[config.mk]
export PLATFORM = sky130hd
export DESIGN_NAME = pdc_ctrl
export DESIGN_NICKNAME = d
export VERILOG_FILES = /design/src/pdc_pkg.sv /design/src/pdc_ctrl.sv /design/src/pdc_noise_filter.sv /design/src/pdc_stab_timer.sv
export SDC_FILE = /design/constraint.sdc
export NUM_CORES = 1
export LEC_CHECK = 0
export BUFFER_PORTS_ARGS = -buffer_cell sky130_fd_sc_hd__buf_2
export CAP_MARGIN = 20
export CORE_UTILIZATION = 50
export CTS_CLUSTER_DIAMETER = 200
export DETAILED_ROUTE_END_ITERATION = 7
export GPL_TIMING_DRIVEN = 1
export PLACE_DENSITY = 0.86
export SYNTH_ARGS = -nofsm -noshare
export SYNTH_HDL_FRONTEND = slang
export SYNTH_SLANG_ARGS = --single-unit
export TNS_END_PERCENT = 50
[constraint.sdc]
create_clock -name CLK -period 4.6 [get_ports CLK]
set_clock_uncertainty 0.1 [all_clocks]
set_input_delay 0.69 -clock CLK [delete_from_list [all_inputs] [get_ports CLK]]
set_output_delay 0.69 -clock CLK [all_outputs]
set_load 0.005 [all_outputs]
[src/pdc_pkg.sv]
// shared constants for the stop/idle power-down controller
package pdc_pkg;
  localparam int unsigned CLK_MHZ = 125;

  localparam logic [7:0] OP_STOP = 8'h7f;
  localparam logic [7:0] OP_IDLE = 8'h6f;

  localparam logic [15:0] RESET_VECTOR = 16'h0100;

  localparam logic [11:0] OFS_CLOCK_SELECT = 12'h000;
  localparam logic [11:0] OFS_STOP_ENABLE = 12'h004;
  localparam logic [11:0] OFS_OSC_CONTROL = 12'h008;
  localparam logic [11:0] OFS_STAB_COUNT = 12'h00c;
  localparam logic [11:0] OFS_STATUS = 12'h010;

  localparam int unsigned CLKSEL_LO = 3;
  localparam int unsigned CLKSEL_HI = 4;
  localparam int unsigned STOP_ARM_BIT = 0;
  localparam int unsigned OSC_STOP_BIT = 2;
  localparam int unsigned ST_WAKE_IRQ_BIT = 8;
  localparam int unsigned ST_WAKE_RST_BIT = 9;

  localparam logic [7:0] CLOCK_SELECT_RST = 8'h00;
  localparam logic [7:0] STOP_ENABLE_RST = 8'h00;
  localparam logic [7:0] OSC_CONTROL_RST = 8'h00;
  localparam logic [7:0] STAB_COUNT_RST = 8'hff;

  // port 0 noise filter: a level must hold this many cycles to pass
  localparam int unsigned FILT_CYCLES = 4;
  localparam int unsigned FILT_W = 3;

  typedef enum logic [5:0] {
    PDC_RUN      = 6'b000001,
    PDC_IDLE     = 6'b000010,
    PDC_STOP     = 6'b000100,
    PDC_STAB_IRQ = 6'b001000,
    PDC_RST_HOLD = 6'b010000,
    PDC_STAB_RST = 6'b100000
  } pdc_state_t;
endpackage

[src/pdc_ctrl.sv]
// stop/idle power-down controller with apb register access
//
// Local design decisions: register access over APB and the register offsets.
module pdc_ctrl (
  input wire logic CLK,
  input wire logic RST_N,
  input wire logic PSEL,
  input wire logic PENABLE,
  input wire logic PWRITE,
  input wire logic [11:0] PADDR,
  input wire logic [31:0] PWDATA,
  output logic [31:0] PRDATA,
  output logic PREADY,
  output logic PSLVERR,
  input wire logic CPU_EXEC,
  input wire logic [7:0] CPU_OPCODE,
  input wire logic EXTERNAL_RESET_PIN_N,
  input wire logic [7:0] PORT0_WAKE_IRQS,
  input wire logic [7:0] PORT0_WAKE_EN,
  input wire logic IRQ_PENDING,
  output logic CPU_CLK_EN,
  output logic PERIPH_CLK_EN,
  output logic OSC_EN,
  output logic [1:0] CLK_SEL,
  output logic CTRL_RST_N,
  output logic REGFILE_HOLD,
  output logic PORT_HOLD,
  output logic CPU_START,
  output logic [15:0] START_ADDR,
  output logic WAKE_SERVICE
);
  import pdc_pkg::*;

  pdc_state_t state;
  pdc_state_t next_state;

  logic rst_pin_a;
  logic rst_pin_b;
  logic ext_rst;
  logic [7:0] p0_filt;
  logic [7:0] p0_prev;
  logic p0_wake;
  logic any_irq;
  logic stab_start;
  logic stab_done;
  logic enter_stop;
  logic enter_idle;
  logic osc_stop_wr;
  logic leave_by_irq;

  logic [7:0] clock_select_reg;
  logic [7:0] stop_enable_reg;
  logic [7:0] oscillator_control_reg;
  logic [7:0] stab_count_reg;
  logic wake_irq_flag;
  logic wake_rst_flag;

  logic wr_en;
  logic rd_en;
  logic [31:0] next_prdata;

  function automatic logic hit(input logic [11:0] addr, input logic [11:0] ofs);
    hit = (addr == ofs);
  endfunction

  function automatic logic mapped(input logic [11:0] addr);
    mapped = hit(addr, OFS_CLOCK_SELECT) || hit(addr, OFS_STOP_ENABLE) ||
             hit(addr, OFS_OSC_CONTROL) || hit(addr, OFS_STAB_COUNT) ||
             hit(addr, OFS_STATUS);
  endfunction

  // reset pin is asynchronous to the core clock
  always_ff @(posedge CLK) begin
    if (!RST_N) begin
      rst_pin_a <= 1'b0;
      rst_pin_b <= 1'b0;
    end else begin
      rst_pin_a <= EXTERNAL_RESET_PIN_N;
      rst_pin_b <= rst_pin_a;
    end
  end
  assign ext_rst = !rst_pin_b;

  pdc_noise_filter u_filter (
    .CLK(CLK),
    .RST_N(RST_N),
    .PIN_IN(PORT0_WAKE_IRQS),
    .PIN_OUT(p0_filt)
  );

  always_ff @(posedge CLK) begin
    if (!RST_N) begin
      p0_prev <= 8'h00;
    end else begin
      p0_prev <= p0_filt;
    end
  end
  // either edge on an enabled, filtered port 0 line
  assign p0_wake = |((p0_filt ^ p0_prev) & PORT0_WAKE_EN);
  assign any_irq = p0_wake || IRQ_PENDING;

  // zero wait state slave; unmapped addresses error out
  assign PREADY = 1'b1;
  assign wr_en = PSEL && PENABLE && PWRITE;
  // read word is captured in the setup cycle and stands through the access phase
  assign rd_en = PSEL && !PENABLE && !PWRITE;
  assign PSLVERR = PSEL && PENABLE && !mapped(PADDR);

  assign osc_stop_wr = wr_en && hit(PADDR, OFS_OSC_CONTROL) && PWDATA[OSC_STOP_BIT];
  // stop opcode only takes effect once software has armed it
  assign enter_stop = (CPU_EXEC && CPU_OPCODE == OP_STOP &&
                       stop_enable_reg[STOP_ARM_BIT]) || osc_stop_wr;
  assign enter_idle = CPU_EXEC && CPU_OPCODE == OP_IDLE;

  always_comb begin
    next_state = state;
    case (state)
      PDC_RUN: begin
        if (ext_rst) begin
          next_state = PDC_RST_HOLD;
        end else if (enter_stop) begin
          next_state = PDC_STOP;
        end else if (enter_idle) begin
          next_state = PDC_IDLE;
        end
      end
      PDC_IDLE: begin
        // reset checked first so it wins a tie
        if (ext_rst) begin
          next_state = PDC_RST_HOLD;
        end else if (any_irq) begin
          next_state = PDC_RUN;
        end
      end
      PDC_STOP: begin
        if (ext_rst) begin
          next_state = PDC_RST_HOLD;
        end else if (any_irq) begin
          next_state = PDC_STAB_IRQ;
        end
      end
      PDC_STAB_IRQ: begin
        if (ext_rst) begin
          next_state = PDC_RST_HOLD;
        end else if (stab_done) begin
          next_state = PDC_RUN;
        end
      end
      PDC_RST_HOLD: begin
        if (!ext_rst) begin
          next_state = PDC_STAB_RST;
        end
      end
      PDC_STAB_RST: begin
        if (ext_rst) begin
          next_state = PDC_RST_HOLD;
        end else if (stab_done) begin
          next_state = PDC_RUN;
        end
      end
      default: next_state = PDC_RST_HOLD;
    endcase
  end

  always_ff @(posedge CLK) begin
    if (!RST_N) begin
      state <= PDC_RST_HOLD;
    end else begin
      state <= next_state;
    end
  end

  // timer loads from the register; after a reset it holds its default
  assign stab_start = (next_state == PDC_STAB_IRQ && state != PDC_STAB_IRQ) ||
                      (next_state == PDC_STAB_RST && state != PDC_STAB_RST);
  assign leave_by_irq = (state == PDC_STAB_IRQ || state == PDC_IDLE) &&
                        next_state == PDC_RUN;

  pdc_stab_timer u_stab (
    .CLK(CLK),
    .RST_N(RST_N),
    .START(stab_start),
    .COUNT(stab_count_reg),
    .DONE(stab_done)
  );

  // control registers: defaults on either reset, kept on interrupt wake except the oscillator stop bit, which clears on a wake from stop
  always_ff @(posedge CLK) begin
    if (!RST_N || ext_rst) begin
      clock_select_reg <= CLOCK_SELECT_RST;
      oscillator_control_reg <= OSC_CONTROL_RST;
      stab_count_reg <= STAB_COUNT_RST;
    end else begin
      if (wr_en && hit(PADDR, OFS_CLOCK_SELECT)) begin
        clock_select_reg <= PWDATA[7:0];
      end
      if (wr_en && hit(PADDR, OFS_STAB_COUNT)) begin
        stab_count_reg <= PWDATA[7:0];
      end
      if (wr_en && hit(PADDR, OFS_OSC_CONTROL)) begin
        oscillator_control_reg <= PWDATA[7:0];
      end else if (state == PDC_STOP && next_state == PDC_STAB_IRQ) begin
        oscillator_control_reg[OSC_STOP_BIT] <= 1'b0;
      end
    end
  end

  // stop enable is the one control register cleared whole by an interrupt wake from stop
  always_ff @(posedge CLK) begin
    if (!RST_N || ext_rst) begin
      stop_enable_reg <= STOP_ENABLE_RST;
    end else if (wr_en && hit(PADDR, OFS_STOP_ENABLE)) begin
      stop_enable_reg <= PWDATA[7:0];
    end else if (state == PDC_STOP && next_state == PDC_STAB_IRQ) begin
      stop_enable_reg <= STOP_ENABLE_RST;
    end
  end

  // last wake cause, for software to inspect
  always_ff @(posedge CLK) begin
    if (!RST_N) begin
      wake_irq_flag <= 1'b0;
      wake_rst_flag <= 1'b0;
    end else if (state == PDC_STAB_RST && next_state == PDC_RUN) begin
      wake_irq_flag <= 1'b0;
      wake_rst_flag <= 1'b1;
    end else if (leave_by_irq) begin
      wake_irq_flag <= 1'b1;
      wake_rst_flag <= 1'b0;
    end
  end

  always_comb begin
    next_prdata = 32'h0000_0000;
    case (1'b1)
      hit(PADDR, OFS_CLOCK_SELECT): next_prdata[7:0] = clock_select_reg;
      hit(PADDR, OFS_STOP_ENABLE): next_prdata[7:0] = stop_enable_reg;
      hit(PADDR, OFS_OSC_CONTROL): next_prdata[7:0] = oscillator_control_reg;
      hit(PADDR, OFS_STAB_COUNT): next_prdata[7:0] = stab_count_reg;
      hit(PADDR, OFS_STATUS): begin
        next_prdata[5:0] = state;
        next_prdata[ST_WAKE_IRQ_BIT] = wake_irq_flag;
        next_prdata[ST_WAKE_RST_BIT] = wake_rst_flag;
      end
      default: next_prdata = 32'h0000_0000;
    endcase
  end

  // registered so the read word cannot ripple during the access phase
  always_ff @(posedge CLK) begin
    if (!RST_N) begin
      PRDATA <= 32'h0000_0000;
    end else if (rd_en) begin
      PRDATA <= next_prdata;
    end
  end

  // clock gating follows the mode the controller is moving into
  always_ff @(posedge CLK) begin
    if (!RST_N) begin
      CPU_CLK_EN <= 1'b0;
      PERIPH_CLK_EN <= 1'b0;
      OSC_EN <= 1'b1;
      REGFILE_HOLD <= 1'b0;
      PORT_HOLD <= 1'b0;
      CTRL_RST_N <= 1'b0;
    end else begin
      CPU_CLK_EN <= next_state == PDC_RUN;
      PERIPH_CLK_EN <= next_state == PDC_RUN || next_state == PDC_IDLE;
      OSC_EN <= next_state != PDC_STOP;
      REGFILE_HOLD <= next_state == PDC_STOP;
      PORT_HOLD <= next_state == PDC_IDLE;
      CTRL_RST_N <= next_state != PDC_RST_HOLD;
    end
  end

  // interrupt wake leaves clock select as programmed
  always_ff @(posedge CLK) begin
    if (!RST_N) begin
      CLK_SEL <= 2'b00;
    end else begin
      CLK_SEL <= clock_select_reg[CLKSEL_HI:CLKSEL_LO];
    end
  end

  // cpu resumes via vector fetch after reset, or via service after wake
  always_ff @(posedge CLK) begin
    if (!RST_N) begin
      CPU_START <= 1'b0;
      START_ADDR <= 16'h0000;
      WAKE_SERVICE <= 1'b0;
    end else begin
      CPU_START <= state == PDC_STAB_RST && next_state == PDC_RUN;
      START_ADDR <= RESET_VECTOR;
      WAKE_SERVICE <= leave_by_irq;
    end
  end
endmodule

[src/pdc_noise_filter.sv]
// port 0 wake input synchroniser and glitch filter
module pdc_noise_filter (
  input wire logic CLK,
  input wire logic RST_N,
  input wire logic [7:0] PIN_IN,
  output logic [7:0] PIN_OUT
);
  import pdc_pkg::*;

  logic [7:0] sync_a;
  logic [7:0] sync_b;

  // the first stage feeds only the second
  always_ff @(posedge CLK) begin
    if (!RST_N) begin
      sync_a <= 8'h00;
      sync_b <= 8'h00;
    end else begin
      sync_a <= PIN_IN;
      sync_b <= sync_a;
    end
  end

  for (genvar i = 0; i < 8; i++) begin : g_bit
    logic [FILT_W-1:0] cnt;
    always_ff @(posedge CLK) begin
      if (!RST_N) begin
        cnt <= '0;
        PIN_OUT[i] <= 1'b0;
      end else if (sync_b[i] == PIN_OUT[i]) begin
        cnt <= '0;
      end else if (cnt == FILT_W'(FILT_CYCLES - 1)) begin
        cnt <= '0;
        PIN_OUT[i] <= sync_b[i];
      end else begin
        cnt <= cnt + FILT_W'(1);
      end
    end
  end
endmodule

[src/pdc_stab_timer.sv]
// oscillation stabilization wait counter
module pdc_stab_timer (
  input wire logic CLK,
  input wire logic RST_N,
  input wire logic START,
  input wire logic [7:0] COUNT,
  output logic DONE
);
  import pdc_pkg::*;

  logic [11:0] remain;
  logic busy;

  // wait is (COUNT+1)*16 cycles, loaded without arithmetic
  always_ff @(posedge CLK) begin
    if (!RST_N) begin
      remain <= 12'h000;
      busy <= 1'b0;
      DONE <= 1'b0;
    end else begin
      DONE <= 1'b0;
      if (START) begin
        remain <= {COUNT, 4'hf};
        busy <= 1'b1;
      end else if (busy) begin
        if (remain == 12'h000) begin
          busy <= 1'b0;
          DONE <= 1'b1;
        end else begin
          remain <= remain - 12'h001;
        end
      end
    end
  end
endmodule

==> results of run 1 <==
[critical path, stage by stage, from the launching register on]
cell      delay, ns
dfxtp_1        0.35
xor2_1         0.18
a22oi_1        0.18
nand3_1        0.23
o21bai_4       0.64
nand2_1        0.31
nor4_1         0.36
[cell families (layout without fill, tap and decap cells)]
family / Yosys count / in the layout / synth area share
AOI/OAI and AO/OA: 84 / 84 / 0.0942
xor gates and xnor gates: 27 / 27 / 0.0400
adders and majority gates: 17 / 17 / 0.0360
buffers and inverters: 89 / 129 / 0.0870
DFF: 133 / 133 / 0.451
muxes: 25 / 25 / 0.0487
other: 2 / 38 / 0.00127
and+or+nand+nor: 269 / 269 / 0.242
[synth_stat cells (7+ instances only)]
cell type    n  area share
nor4_1       9      0.0095
buf_4       39       0.050
a22oi_1      9       0.011
inv_1       21       0.013
ha_1        17       0.036
and3_1       8      0.0085
dfxtp_1    133        0.45
a311oi_1     7       0.010
a21oi_1     38       0.032
nor2_1      62       0.039
nand2_1     63       0.040
nand3_1     39       0.033
clkbuf_1    12      0.0076
or3_1        8      0.0085
and2_1      29       0.031
xnor2_1     14       0.021
mux2i_1     16       0.027
buf_2       12       0.010
xor2_1      13       0.019
nor3_1      10      0.0085
[path summary, 6_finish.rpt]
path / start / end / slack [ns] / cells after the start
hold reg to reg: u_filter.g_bit[6].cnt[0]$_SDFF_PP0_ / u_filter.g_bit[6].cnt[0]$_SDFF_PP0_ / 0.32 / 1
hold / removal: u_filter.g_bit[6].cnt[0]$_SDFF_PP0_ / u_filter.g_bit[6].cnt[0]$_SDFF_PP0_ / 0.32 / 1
setup / recovery: u_filter.PIN_OUT[4]$_SDFFE_PN0P_ / u_stab.DONE$_SDFF_PP0_ / 2.13 / 6
setup reg to reg: u_filter.PIN_OUT[4]$_SDFFE_PN0P_ / u_stab.DONE$_SDFF_PP0_ / 2.13 / 6
[layer usage]
metal	vias up	wire length, um
li1	2278	-
met1	2173	5160
met2	133	6130
met3	18	685
met4	0	191
met5	-	0
[power groups by stage]
stage               registers, mW  logic (mW)  clock network [mW]
finish                       1.20       0.154                1.41
global route                 1.20       0.170                1.48
global placement             1.22       0.148                   0
CTS                          1.19       0.153                1.43
floorplan                    1.22       0.125                   0
detailed placement           1.22       0.151                   0
[final cells by class]
type / count / share of cell area
multi-input combinational: 460 / 0.422
sequential: 133 / 0.392
clock buffer: 19 / 0.0651
timing repair buffer: 76 / 0.0567
clock inverter: 12 / 0.0265
tap: 143 / 0.0263
inverter: 22 / 0.0121
[through the flow]
step | power (mW) | std cells | hold WS [ns]
3_3_place_gp | 1.37 | 833 | 0.308
4_1_cts | 2.78 | 864 | 0.319
6_report | 2.76 | 865 | 0.318
5_1_grt | 2.85 | 865 | 0.339
2_1_floorplan | 1.34 | 682 | 0.299
3_5_place_dp | 1.37 | 833 | 0.311
==> flow_summary.ini, run 1 <==
[timing]
worst_slew_pin_slew_ns = 0.855
final_max_slew_viol_count = 0
slew_headroom = 0.429
rsz0062_at_grt = no
setup_viol = 0
finalCritPeriodShare = 0.537
min_period_ns = 2.47
tns_ns = 0
timing.final.ws_setup_ns = 2.13
max_freq_mhz = 405
hold_viol = 0

[pwr]
p_sw_mw = 0.602
p_leak_nw = 2.84
seq_power_share = 0.433
pwr-share-clk = 0.512
ir_drop_v = 0.000406
internal_power_mw = 2.16
p_per_area_mw_per_mm2 = 406
swShare = 0.218
combinationalPowerShare = 0.056

[clock_network]
path_clk_slew_ns = 0.06
clock_latency_ns = 0.41
postCtsSetupBuffers = 0
ctsResizeCount = 0
tritoncts = built
cts_max_level = 4
numCtsBuffers = 17
cts_hold_buf = 0
clock_path_buffers = 2
cts_sinks = 133
cts_root_buf = clkbuf_16

[grt]
track_usage = 0.202
grt_busiest_layer = met2
met1_usage = 0.238
overflow = 0
grt_max_degree = 44
grt_pass1_wl_um = 20000
met3_usage = 0.0525
antenna_found_initial = 0
grt_pass1_vias = 4399
met2_usage = 0.358

[setup_path]
cp-start-kind = register
critPathArrivalTime_ns = 2.68
crit_type = reg2reg
cp.required_ns = 4.80
critPathMaxFanout = 27
cp-end-kind = register

[detailed_routing]
drt_pass1_iterations = 5
wl_per_cell_um = 14.1
drt_iter0_drc = 224
viasPerCell = 5.32
drc = 0
wirelength_um = 12200
vias = 4602
drtAntennaViolNets = 0

[finish]
nets = 803
fillCellCount = 977
final_area_mm2 = 0.00680
antenna_cells = 0
drive_above_1_share = 0.190
fin_util = 0.593
multiInputGateArea_mm2 = 0.00287
area_growth_pct = 15.1
seq_area_mm2 = 0.00266
layout_commonest_cell = dfxtp_1
largest_register_ffs = 24
final_cell_mix = dfxtp_1 (133), buf_2 (74), nand2_1 (63)
top_register = u_filter.g_bit.cnt
reg_top3 = u_filter.g_bit.cnt (24), u_stab.remain (12), PRDATA (10)

[place]
dp_slack_ns = 1.84
place_area_mm2 = 0.00617
post-dp-hpwl_um = 8400
place_congestion = 0.865
port_buffers = 73

[synth]
seq_area_frac_synth = 0.451
syn_area_per_cell_um2 = 9.15
syn_area_mm2 = 0.00591
synth_seq_cells = 133
yosysWarnings = 0
post_synth_num_cell_types = 69
synth_cells = 646
synth_edf_count = 0
ys_async_sr_fraction = 0
synth-main-ff-cell = dfxtp_1

[floorplan]
coreArea_mm2 = 0.0115
num_rows = 39
fp.dieArea_mm2 = 0.0123
io_pins = 136
fp.dieW_um = 111
start_util = 0.515
die-height_um = 111

[outcome]
outcome = finished clean

[run]
cap_violations = 0

[worst_hold_path]
min_path_type = reg2reg
(Power assumes the default switching activity.)
==> run 2: changes to the inputs <==
Settings changed: CORE_UTILIZATION 50 to 49, PLACE_DENSITY 0.86 to 0.87.
Clock period 4.6 ns to 2.2 ns, I/O delays scaled along.
==> run 2 against run 1 <==
The run now ends with design-rule violations left. Hold slack got worse by 0.29 ns. Cell count rose by 1.8%. Via count rose by 1.7%. Cell area rose by 1.0%. Critical endpoint is now u_stab.remain[7]$_SDFFE_PN0P_. Largest power group unchanged.
==> flow_summary.ini, run 2 (synthesis gave the netlist of run 1 again) <==
[outcome]
outcome = complete, but fails checks
violations = design-rule violations

[pwr]
pwr-share-clk = 0.485
ir_drop_v = 0.000549
internal_power_mw = 4.24
p_per_area_mw_per_mm2 = 799
p_leak_nw = 2.89
seq_power_share = 0.455
combinationalPowerShare = 0.060
p_sw_mw = 1.24
swShare = 0.227

[timing]
slew_headroom = 0.617
setup_viol = 0
hold_viol = 0
finalCritPeriodShare = 0.960
min_period_ns = 2.11
timing.final.ws_setup_ns = 0.0883
max_freq_mhz = 474
tns_ns = 0
worst_slew_pin_slew_ns = 0.570
final_max_slew_viol_count = 0
rsz0062_at_grt = no

[worst_hold_path]
whs_path_depth = 2
min_path_type = in2reg

[setup_path]
cp_slowest_cell = dfxtp_1
critPathMaxFanout = 13
critPathBufInv = 1
reg2reg_depth = 7
cpLargestDelayFamily = compound AO/OA/AOI/OAI gates
critPathArrivalTime_ns = 2.32
path_cells = xor2_1 -> a22oi_1 -> nand3_1 -> o21bai_4 -> buf_4 -> a21oi_1 -> a311oi_1
cp-end-kind = register
cp-start-kind = register
critical_path_depth = 7
critPathMaxStageDelay_ns = 0.35
cp.required_ns = 2.41
crit_type = reg2reg

[finish]
reg_top3 = u_filter.g_bit.cnt (24), u_stab.remain (12), PRDATA (10)
layout_commonest_cell = dfxtp_1
final_area_mm2 = 0.00687
antenna_cells = 0
multiInputGateArea_mm2 = 0.00287
area_growth_pct = 16.2
nets = 819
seq_area_mm2 = 0.00266
largest_register_ffs = 24
drive_above_1_share = 0.209
final_cell_mix = dfxtp_1 (133), buf_2 (73), nand2_1 (63)
top_register = u_filter.g_bit.cnt
fillCellCount = 931

[detailed_routing]
wirelength_um = 12100
drc = 7
vias = 4682
wl_per_cell_um = 13.8
drtAntennaViolNets = 0
drt_pass1_iterations = 7
drt_iter0_drc = 264
viasPerCell = 5.31

[grt]
grt_pass1_vias = 4362
overflow = 0
grt_max_degree = 31
track_usage = 0.202
antenna_found_initial = 0
grt_pass1_wl_um = 19900

[floorplan]
die-height_um = 112
num_rows = 39
start_util = 0.511
io_pins = 136
fp.dieArea_mm2 = 0.0125
coreArea_mm2 = 0.0116
fp.dieW_um = 112

[clock_network]
cts_max_level = 4
cts_root_buf = clkbuf_16
path_clk_slew_ns = 0.06
numCtsBuffers = 17
cts_hold_buf = 0
cts_sinks = 133
postCtsSetupBuffers = 0
clock_latency_ns = 0.41
clock_path_buffers = 2
ctsResizeCount = 0
tritoncts = built

[place]
port_buffers = 73
place_congestion = 0.845
place_area_mm2 = 0.00630
dp_slack_ns = 0.0653
post-dp-hpwl_um = 8640

[run]
cap_violations = 0
==> run 2: cell types whose count changed in the layout (fill, tap and decap cells not counted), sizes merged <==
cell / change
buf: +16
bufinv: -3
clkbuf: +1
clkinvlp: +1
inv: +1
==> run 2: metrics by stage <==
stage          cells  hold WS [ns]  utilization  power, mW
2_1_floorplan    682         0.258            -       2.80
5_1_grt          881       0.00703        0.594       5.68
6_report         881        0.0235        0.594       5.49
4_1_cts          881       0.00864        0.594       5.53
3_5_place_dp     850         0.310        0.545       2.87
3_3_place_gp     850         0.308        0.545       2.86
==> run 2: worst paths after layout <==
check                                                          from                                  end  slack [ns]
worst max-delay path               u_filter.PIN_OUT[1]$_SDFFE_PN0P_        u_stab.remain[7]$_SDFFE_PN0P_        0.09
worst min-delay path                           EXTERNAL_RESET_PIN_N                 rst_pin_a$_SDFF_PN0_        0.02
worst max register to register     u_filter.PIN_OUT[1]$_SDFFE_PN0P_        u_stab.remain[7]$_SDFFE_PN0P_        0.09
worst min register to register  u_filter.g_bit[6].cnt[0]$_SDFF_PP0_  u_filter.g_bit[6].cnt[0]$_SDFF_PP0_        0.32
==> run 2: routing by layer <==
layer	GRT usage	routed length, um
met1	0.236	5080
met2	0.345	6120
met3	0.0582	730
met4	0.0892	193
met5	0	0
==> run 2: area by class of cell <==
class                   instances  share of cell area
clock buffers                  20              0.0679
clock inverters                11              0.0149
flip-flops and latches        133               0.388
multi-input cells             460               0.417
repair buffers                 92              0.0740
inverters                      22              0.0120
well taps                     143              0.0260
==> run 2: power groups by stage <==
| stage | Sequential (mW) | Combinational [mW] | Clock [mW] |
|---|---|---|---|
| floorplan | 2.54 | 0.261 | 0 |
| global placement | 2.55 | 0.319 | 0 |
| detailed placement | 2.55 | 0.328 | 0 |
| CTS | 2.50 | 0.330 | 2.71 |
| global route | 2.50 | 0.370 | 2.81 |
| finish | 2.50 | 0.331 | 2.66 |
